===== src/sdram_pin_cfg.svh =====
// timing counts, field positions and reset values of the sdram pin interface
`ifndef SDRAM_PIN_CFG_SVH
`define SDRAM_PIN_CFG_SVH

`define CLK_PERIOD_NS     40
`define MASK_READ_LAT     2
`define ADDR_W            12
`define COL_W             8
`define DATA_W            16
`define BANK_W            2
`define BANK_N            4
`define PRE_SEL_BIT       10
`define BYTE_W            8
`define CMD_MODE_LOAD     3'h0
`define CMD_REFRESH       3'h1
`define CMD_PRECHARGE     3'h2
`define CMD_ACTIVATE      3'h3
`define CMD_WRITE         3'h4
`define CMD_READ          3'h5
`define CMD_BURST_STOP    3'h6
`define CMD_NOP           3'h7
`define RST_BANK_OPEN     4'h0
`define RST_MASK_PIPE     2'h3
`define RST_OE_N          2'h3

`endif


===== src/sdram_pin_pkg.sv =====
// types shared by the sdram pin interface
`include "sdram_pin_cfg.svh"

package sdram_pin_pkg;

   typedef enum logic [2:0] {
      OP_MODE_LOAD  = `CMD_MODE_LOAD,
      OP_REFRESH    = `CMD_REFRESH,
      OP_PRECHARGE  = `CMD_PRECHARGE,
      OP_ACTIVATE   = `CMD_ACTIVATE,
      OP_WRITE      = `CMD_WRITE,
      OP_READ       = `CMD_READ,
      OP_BURST_STOP = `CMD_BURST_STOP,
      OP_NOP        = `CMD_NOP
   } cmd_op_t;

   // gray along run -> power down -> self refresh -> suspend
   typedef enum logic [1:0] {
      ST_RUN          = 2'h0,
      ST_POWER_DOWN   = 2'h1,
      ST_SELF_REFRESH = 2'h3,
      ST_SUSPEND      = 2'h2
   } power_state_t;

   typedef struct packed {
      logic                  valid;
      cmd_op_t               op;
      logic [`BANK_W-1:0]    bank;
      logic [`ADDR_W-1:0]    row;
      logic [`COL_W-1:0]     column_address;
      logic                  auto_precharge;
      logic                  precharge_all;
   } core_cmd_t;

   typedef struct packed {
      logic                  strobe;
      logic [`DATA_W-1:0]    data;
      logic [1:0]            byte_en;
   } core_wr_t;

   typedef struct packed {
      logic                  valid;
      logic [`DATA_W-1:0]    data;
   } core_rd_t;

endpackage : sdram_pin_pkg


===== src/sdram_pin_command_interface.sv =====
// pin-level command decode and byte-masked data path of a four-bank sdram
`timescale 1ns/100ps
`include "sdram_pin_cfg.svh"

// one byte lane of the data path: read mask pipe, output gate, write capture
module sdram_byte_lane
   import sdram_pin_pkg::*;
#(
   parameter int LANE_W = `BYTE_W
)
(
   // clock and reset
   input  wire logic              clk,
   input  wire logic              rst_b,
   // mask pin of this lane
   input  wire logic              mask,
   // write side
   input  wire logic              wr_beat,
   input  wire logic [LANE_W-1:0] wr_in,
   output logic      [LANE_W-1:0] wr_out,
   output logic                   wr_en,
   // read side
   input  wire logic              rd_valid,
   input  wire logic [LANE_W-1:0] rd_in,
   output logic      [LANE_W-1:0] rd_out,
   output logic                   oe_n
);

   localparam logic [1:0] RST_MASK = `RST_MASK_PIPE;
   localparam logic [1:0] RST_OE   = `RST_OE_N;

   typedef struct packed {
      logic              mask_p1;
      logic              mask_p2;
      logic              oe_n;
      logic [LANE_W-1:0] rd_data;
      logic [LANE_W-1:0] wr_data;
      logic              wr_en;
   } lane_state_t;

   lane_state_t r;
   lane_state_t next_r;

   always_comb begin
      next_r = r;
      // mask pipe advances every clock, also while the clock gate is low
      next_r.mask_p1 = mask;
      next_r.mask_p2 = r.mask_p1;
      // a masked lane floats two clocks after its mask
      next_r.oe_n = !(rd_valid && !r.mask_p2);
      next_r.rd_data = rd_in;
      // write mask belongs to the data word of the same beat
      if (wr_beat) begin
         next_r.wr_data = wr_in;
         next_r.wr_en = !mask;
      end
   end

   // reset leaves the lane masked and floating
   always_ff @(posedge clk or negedge rst_b) begin
      if (!rst_b) begin
         r <= '0;
         r.mask_p1 <= RST_MASK[0];
         r.mask_p2 <= RST_MASK[0];
         r.oe_n <= RST_OE[0];
      end else begin
         r <= next_r;
      end
   end

   // lane outputs
   assign rd_out = r.rd_data;
   assign oe_n = r.oe_n;
   assign wr_out = r.wr_data;
   assign wr_en = r.wr_en;

endmodule : sdram_byte_lane

module sdram_pin_command_interface
   import sdram_pin_pkg::*;
(
   // clock and reset
   input  wire logic                CLK,
   input  wire logic                RST_B,
   // command pins from the memory controller
   input  wire logic                CKE,
   input  wire logic                CS_N,
   input  wire logic                RAS_N,
   input  wire logic                CAS_N,
   input  wire logic                WE_N,
   input  wire logic [`BANK_W-1:0]  BANK_SELECT,
   input  wire logic [`ADDR_W-1:0]  ADDR,
   // byte masks
   input  wire logic                LOW_BYTE_MASK,
   input  wire logic                HIGH_BYTE_MASK,
   // shared data bus, three-signal form
   input  wire logic [`DATA_W-1:0]  DATA_BUS_IN,
   output logic      [`DATA_W-1:0]  DATA_BUS_OUT,
   output logic      [1:0]          DATA_BUS_OE_N,
   // core side
   input  wire logic                WR_DATA_PHASE,
   input  wire logic                BURST_BUSY,
   input  wire core_rd_t            CORE_RD,
   output core_cmd_t                CORE_CMD,
   output core_wr_t                 CORE_WR,
   // status
   output logic      [`BANK_N-1:0]  BANK_OPEN,
   output power_state_t             POWER_STATE,
   output logic                     EDGE_VALID
);

   typedef struct packed {
      // clock gate synchroniser
      logic                  cke_meta;
      logic                  cke_sync;
      // power and bank state
      power_state_t          state;
      logic                  last_refresh;
      logic [`BANK_N-1:0]    bank_open;
      core_cmd_t             cmd;
      logic                  wr_strobe;
   } state_t;

   state_t  r;
   state_t  next_r;
   cmd_op_t op;
   logic    edge_ok;
   logic    accept;
   logic    pre_all;
   logic    wr_beat;

   // one lane per byte of the data bus
   localparam int LANE_N = `DATA_W / `BYTE_W;

   logic [`DATA_W-1:0] lane_rd_out;
   logic [`DATA_W-1:0] lane_wr_data;
   logic [LANE_N-1:0]  lane_oe_n;
   logic [LANE_N-1:0]  lane_wr_en;
   logic [LANE_N-1:0]  lane_mask;

   // command from the three strobes together
   assign op = cmd_op_t'({RAS_N, CAS_N, WE_N});
   // edge counts only in run state with the gate high
   assign edge_ok = r.cke_sync && (r.state == ST_RUN);
   // chip select gates every new command
   assign accept = edge_ok && !CS_N && (op != OP_NOP);
   assign pre_all = ADDR[`PRE_SEL_BIT];

   // next value of the whole block state
   always_comb begin
      next_r = r;
      // clock gate is asynchronous: two flops before use
      // reset clears both flops, so the first edges after reset enter power-down, or suspend while BURST_BUSY is high
      next_r.cke_meta = CKE;
      next_r.cke_sync = r.cke_meta;
      next_r.cmd = '0;
      next_r.cmd.op = OP_NOP;
      next_r.wr_strobe = 1'b0;

      case (r.state)
         ST_RUN: begin
            if (!r.cke_sync) begin
               // choose the low-power mode from what came before
               if (r.last_refresh) begin
                  next_r.state = ST_SELF_REFRESH;
               end else if (BURST_BUSY) begin
                  next_r.state = ST_SUSPEND;
               end else begin
                  next_r.state = ST_POWER_DOWN;
               end
            end else begin
               // gate high: stay and accept commands
               next_r.state = ST_RUN;
            end
         end
         ST_POWER_DOWN, ST_SELF_REFRESH, ST_SUSPEND: begin
            if (r.cke_sync) begin
               next_r.state = ST_RUN;
            end else begin
               next_r.state = r.state;
            end
         end
         default: begin
            next_r.state = ST_RUN;
         end
      endcase

      // remember a refresh on the last valid edge with chip select low for self-refresh entry
      if (edge_ok && !CS_N) begin
         next_r.last_refresh = (op == OP_REFRESH);
      end

      if (accept) begin
         next_r.cmd.valid = 1'b1;
         next_r.cmd.op = op;
         next_r.cmd.bank = BANK_SELECT;
         next_r.cmd.row = ADDR;
         next_r.cmd.column_address = ADDR[`COL_W-1:0];
         case (op)
            OP_ACTIVATE: begin
               next_r.bank_open[BANK_SELECT] = 1'b1;
            end
            OP_PRECHARGE: begin
               next_r.cmd.precharge_all = pre_all;
               if (pre_all) begin
                  next_r.bank_open = '0;
               end else begin
                  next_r.bank_open[BANK_SELECT] = 1'b0;
               end
            end
            OP_READ, OP_WRITE: begin
               next_r.cmd.auto_precharge = pre_all;
               if (pre_all) begin
                  next_r.bank_open[BANK_SELECT] = 1'b0;
               end
            end
            OP_MODE_LOAD, OP_REFRESH, OP_BURST_STOP: begin
               // no bank changes; the core acts on these alone
               next_r.cmd.auto_precharge = 1'b0;
            end
            default: begin
               next_r.cmd.auto_precharge = 1'b0;
            end
         endcase
      end

      // write beat: the lanes take data and mask of the same word
      if (wr_beat) begin
         next_r.wr_strobe = 1'b1;
      end
   end

   // data beats count only on valid edges
   assign wr_beat = edge_ok && ((accept && op == OP_WRITE) || WR_DATA_PHASE);

   // low mask on bits 7:0, high mask on bits 15:8
   assign lane_mask = {HIGH_BYTE_MASK, LOW_BYTE_MASK};

   for (genvar g = 0; g < LANE_N; g++) begin : g_lane
      sdram_byte_lane #(
         .LANE_W   (`BYTE_W)
      ) sdram_byte_lane_i (
         .clk      (CLK),
         .rst_b    (RST_B),
         .mask     (lane_mask[g]),
         .wr_beat  (wr_beat),
         .wr_in    (DATA_BUS_IN[g*`BYTE_W +: `BYTE_W]),
         .wr_out   (lane_wr_data[g*`BYTE_W +: `BYTE_W]),
         .wr_en    (lane_wr_en[g]),
         .rd_valid (CORE_RD.valid),
         .rd_in    (CORE_RD.data[g*`BYTE_W +: `BYTE_W]),
         .rd_out   (lane_rd_out[g*`BYTE_W +: `BYTE_W]),
         .oe_n     (lane_oe_n[g])
      );
   end

   // one register stage for all block state

   always_ff @(posedge CLK or negedge RST_B) begin
      if (!RST_B) begin
         r <= '0;
         r.state <= ST_RUN;
         r.bank_open <= `RST_BANK_OPEN;
         r.cmd.op <= OP_NOP;
      end else begin
         r <= next_r;
      end
   end

   // data path
   assign DATA_BUS_OUT = lane_rd_out;
   assign DATA_BUS_OE_N = lane_oe_n;

   // core side
   assign CORE_CMD = r.cmd;
   assign CORE_WR = '{
      strobe:  r.wr_strobe,
      data:    lane_wr_data,
      byte_en: lane_wr_en
   };

   // status
   assign BANK_OPEN = r.bank_open;
   assign POWER_STATE = r.state;
   assign EDGE_VALID = edge_ok;

endmodule : sdram_pin_command_interface


===== config.mk =====
export PLATFORM = sky130hd
export DESIGN_NAME = sdram_pin_command_interface
export DESIGN_NICKNAME = d
export VERILOG_FILES = /design/src/sdram_pin_pkg.sv /design/src/sdram_pin_command_interface.sv
export VERILOG_INCLUDE_DIRS = /design/src
export SDC_FILE = /design/constraint.sdc
export NUM_CORES = 1
export LEC_CHECK = 0
export ABC_AREA = 1
export BUFFER_PORTS_ARGS = -buffer_cell sky130_fd_sc_hd__buf_2
export CORE_UTILIZATION = 48
export CTS_BUF_LIST = sky130_fd_sc_hd__clkbuf_8 sky130_fd_sc_hd__clkbuf_16
export CTS_CLUSTER_DIAMETER = 200
export DETAILED_ROUTE_END_ITERATION = 8
export PLACE_DENSITY = 0.8
export SLEW_MARGIN = 30
export SYNTH_ARGS = -nofsm -noshare
export SYNTH_HDL_FRONTEND = slang
export SYNTH_SLANG_ARGS = --single-unit

===== constraint.sdc =====
create_clock -name CLK -period 1.4 [get_ports CLK]
set_input_delay 0.14 -clock CLK [delete_from_list [all_inputs] [get_ports CLK]]
set_output_delay 0.14 -clock CLK [all_outputs]
set_load 0.02 [all_outputs]

After elaboration in Yosys (flattened, before gate mapping)
Cells that the tools add are included.
- bits in registers: 78
- bits of input ports: 58
- logic and storage cells: 76
- output and inout port bits: 72
- reduce and logical (&&, ||, !) cells: 21
- bitwise operators: 3
- multiplexer cells: 14
- order comparisons: 2
- equality and inequality tests: 11
- operators with widths (cell ; count):
    $mux W28 ; 1
    $pmux W4 S3 ; 1
    $logic_and A1 B1 Y1 ; 8
    $mux W2 ; 4
    $mux W4 ; 2
    $logic_not A1 Y1 ; 7
    $eq A3 B2 Y1 const B ; 2
    $eq A3 B3 Y1 const B ; 2
    $and A4 B4 Y4 ; 1
    $eq A2 B2 Y1 const B ; 2
    $mux W1 ; 4
    $ne A2 B2 Y1 const B ; 2
    $not A4 Y4 ; 1
    $or A4 B4 Y4 ; 1
    $pmux W2 S2 ; 1
    $eq A3 B1 Y1 const B ; 1
    $lt A2 B3 Y1 const B ; 1
    $ne A3 B3 Y1 const B ; 1
    $reduce_and A3 Y1 ; 1
    $reduce_bool A3 Y1 ; 1
    $reduce_or A3 Y1 ; 1
    $demux W1 S2 ; 1
    $eq A2 B1 Y1 const B ; 1
    $ge A2 B1 Y1 const B ; 1
    3 further kinds ; 3

Logic depth before layout (Yosys ltp)
- depth after elaboration: 8
- mapped depth: 8
- mapped depth without buffers: 8

Cells and area by module
From an unflattened synthesis, not the netlist that was laid out.
- cells, all modules: 311
- area, all modules: 3039.2 µm²
- modules (own cells, without submodules) (module ; area each (µm²) ; times used ; seq. area each (µm²) ; cells an instance):
    sdram_pin_command_interface ; 1535.2 ; 1 ; 754.5 ; 175
    sdram_byte_lane ; 752.0 ; 2 ; 504.2 ; 68

Worst setup path after synthesis
No wires, ideal clock.
- path kind: register to register
- from: register r (netlist bit POWER_STATE[1])
- to: register r (netlist bit BANK_OPEN[0])
- stages on the path, launching flop included: 9
- arrival time: 1.116 ns
- required time: 1.284 ns
- clock period less this slack: 1.232 ns
- buffers on the path: 0
- library setup time: 0.116 ns
- setup slack: 0.168 ns
- path through: dfrtp_1 > inv_1 > nand2_2 > nor2_8 > nand3_4 > inv_4 > nand2_2 > nand2_1 > nand2_1
- cells in the longest elaborated chain, start to end: 5
- RTL lines (element ; line ; RTL):
    from (decl) ; sdram_pin_command_interface.sv:124 ; state_t r;
    from (signal assigned) ; sdram_pin_command_interface.sv:266 ; r <= next_r;
    $logic_not A2 Y1 ; sdram_pin_command_interface.sv:144 ; assign edge_ok = r.cke_sync && (r.state == ST_RUN);
    $logic_and A1 B1 Y1 ; sdram_pin_command_interface.sv:144 ;
    net EDGE_VALID ; sdram_pin_command_interface.sv:109 ; output logic EDGE_VALID
    $logic_and A1 B1 Y1 (2 in a row) ; sdram_pin_command_interface.sv:146 ; assign accept = edge_ok && !CS_N && (op != OP_NOP);
    net accept ; sdram_pin_command_interface.sv:128 ; logic accept;
    $reduce_and A3 Y1 (no line) ; n/a ;
The timed path passes the listed nets, and every way through them passes these cells.
A chain may end at the register's enable or synchronous reset.

Final worst setup path
- from: register r (netlist bit POWER_STATE[1])
- to: output EDGE_VALID
- cells in the longest elaborated chain, start to end: 2
- RTL lines (element ; line):
    $logic_not A2 Y1 ; sdram_pin_command_interface.sv:144
    $logic_and A1 B1 Y1 ; sdram_pin_command_interface.sv:144
    to (decl) ; sdram_pin_command_interface.sv:109
Every way passes these cells.

==> reports/qor.yml <==
reg2reg_slack_ns: 0.14
worstPathMaxFanout: 4
synth_cells: 308
required_ns: 1.26
maxSlewViolCount: 0
antenna_found_initial: 0
num_antenna_cells: 0
slew_headroom_pct: 76.2
initial_core_util_pct: 50.6
post_cts_buffers: 0
netlist-cell-type-count: 23
drive_gt1_share_pct: 39.3
crit_type: "reg -> out"
synthAdderAreaFrac_pct: 0
synth_warnings: 0
num_rows: 28
area_growth_syn_to_layout_pct: 28.0
holdCritStartpoint: "ADDR[1]"
period_minus_slack_ns: 1.33
synth_xor_area_share_pct: 0
grt_pass1_wl_microns: 9490
synth_nets: 366
first_pass_iters: 4
r2r_start: "POWER_STATE[1]"
place_area_sq_um: 3260
end_kind: "output pin"
ant_nets: 0
crit_slowest_cell: "dfrtp_1"
tightest_slew_ns: 0.356
cts_htree_levels: 3
avgViaCountPerCell: 4.47
min_to: "CORE_CMD[3]"
synthTopCellsByArea: "dfrtp_1, buf_4, nand2_1"
grt_max_degree: 71
setup_viol: 0
overflow: 0
synth_top_family_by_area: "buffers and inverters"
max_freq_ghz: 0.750
numClockSinks: 70
synthMuxAreaShare_pct: 0
crit_buf_inv: 2
insertion_delay_ns: 0.35
reg2reg_depth: 7
crit_chain: "inv_2, nand2_2, nor2_8, buf_4"
cts_tree: "yes"
skew_ns: 0.0108
fin_setup_tns_ns: 0
post_drt_wl_per_cell_microns: 12.8
yosysTopAreaCell: "dfrtp_1"
cts_inserted_buffers: 9
dieHeight_microns: 82.0
worstSetupStartpoint: "POWER_STATE[1]"
grt_pass1_vias: 2064
synth.top_cell.area_share_pct: 49.7
syn_area_sq_um: 3070
path_clk_slew_ns: 0.07
gp_congestion: 0.770
seq_area_frac_synth_pct: 57.4
final_design_area_no_fill_sq_um: 3930
crit_path_max_incr_delay_ns: 0.40
layout_common_cells: "buf_2, nand2_1, dfrtp_1, dlygate4sd3_1, inv_1"
min_path_type: "in -> reg"
finalHoldViolations: 0
fin_crit_sh_pct: 95.2
final_nets: 480
wl_microns: 6420
vias: 2243
fp.dieW_microns: 82.0
layout_commonest_cell: "buf_2"
leakagePower_uw: 0.00221
startpoint_type: "register"
root_buffer: "clkbuf_8"
crit_arrival_ns: 1.19
drtIter0Drc: 80
drc: 0
dp_hpwl_microns: 3800
boundaryPins: 130
drv_cap: 0
io_buffers: 129
avgSynthCellArea_sq_um: 9.96
cts_buffer_depth: 2
status: "finished clean"
synth_compound_area_share_pct: 2.89
synth-simple-area-share_pct: 16.8
vdd_ir_drop_max_mv: 0.864
ys_ff_latch: 70
die-area_sq_um: 6720
core_sq_um: 6060
powerDensity_nw_per_um2: 1300
grt_usage_pct: 19.9
critPathTopFamily: "flip-flops"
rsz0062_at_grt: "false"
r2r_end: "g_lane[1].sdram_byte_lane_i.wr_out[7]"
hold_depth: 3
## kinds of logic after synthesis
logic type,after synthesis
flip-flops,70
AND/OR/NAND/NOR,117
buffers and inverters,106
AO/OA/AOI/OAI,15
## power breakdown
group          internal (uW)  leakage [uW]  total, uW  switching, uW
sequential              2250      0.000868       2390            135
combinational            437       0.00125       1130            690
clock                    827     0.0000996       1600            775
## sequential cells by signal, summed over array words and instances, names as in the netlist
name and flops:
g_lane.sdram_byte_lane_i.next_r 2, POWER_STATE 2, BANK_OPEN 4, g_lane.sdram_byte_lane_i.wr_en 2, r 2, next_r 1, g_lane.sdram_byte_lane_i.oe_n 2, g_lane.sdram_byte_lane_i.wr_out 16
CORE_WR 1, CORE_CMD 20, g_lane.sdram_byte_lane_i.r 2, g_lane.sdram_byte_lane_i.rd_out 16
## worst reg2reg max path, cell delays in order (launching register included)
cell	delay, ns
dfrtp_1	0.40
inv_2	0.09
nand2_2	0.08
nor2_8	0.13
nand2_4	0.18
inv_6	0.18
nand2_1	0.07
nand2_1	0.08
## how the worst max path moves through the flow
stage / to / slack (ns) / cells past startpoint
floorplan: BANK_OPEN[0] / 0.17 / 8
global placement: g_lane[0].sdram_byte_lane_i.wr_out[2] / 0.20 / 7
detailed placement: g_lane[1].sdram_byte_lane_i.wr_out[5] / 0.15 / 7
CTS: EDGE_VALID / 0.01 / 4
global route: EDGE_VALID / 0.0002 / 4
finish: EDGE_VALID / 0.07 / 4
## final cells by class
class | instances | area, sq um
Sequential cell | 70 | 1760
Clock buffer | 9 | 124
Timing Repair Buffer | 178 | 1150
Fill cell | 471 | 2130
Clock inverter | 7 | 73.8
Inverter | 31 | 124
Tap cell | 75 | 93.8
Multi-Input combinational cell | 132 | 604
## layer usage
layer / global-route usage (%) / part of all wire, % / vias up
met5: 0 / 0 / -
met4: 11.2 / 2.2 / 0
met3: 6.00 / 7.0 / 14
met2: 33.4 / 51 / 105
met1: 22.3 / 40 / 1031
li1: - / - / 1093
## synthesized netlist by cell type (all sizes together)
cell type and instances:
dfstp 9, o21ai 9, o21bai 1, nor3 2, inv 31, nand4 2
nand2 84, nand3 10, nor2 19, a21oi 5, dfrtp 61, buf 75
## through the flow
| stage | hold WS, ns | utilization (%) | total power [uW] | setup slack [ns] | cells |
|---|---|---|---|---|---|
| 3_5_place_dp | 0.199 | 53.8 | 3430 | 0.151 | 439 |
| 2_1_floorplan | -0.156 | - | 3320 | 0.168 | 308 |
| 5_1_grt | 0.0194 | 64.8 | 5400 | 0.000247 | 502 |
| 4_1_cts | 0.000304 | 64.8 | 5160 | 0.0141 | 502 |
| 3_3_place_gp | 0.183 | 53.8 | 3400 | 0.201 | 439 |
| 6_report | 0.0167 | 64.8 | 5120 | 0.0674 | 502 |
## what timing repair did
item	in CTS	in global routing
gates resized for setup	1	1
hold endpoints to repair	110	0
endpoints found under the setup margin	1	2
hold buffers	47	0
No activity file was read; power rests on OpenSTA's default activity.
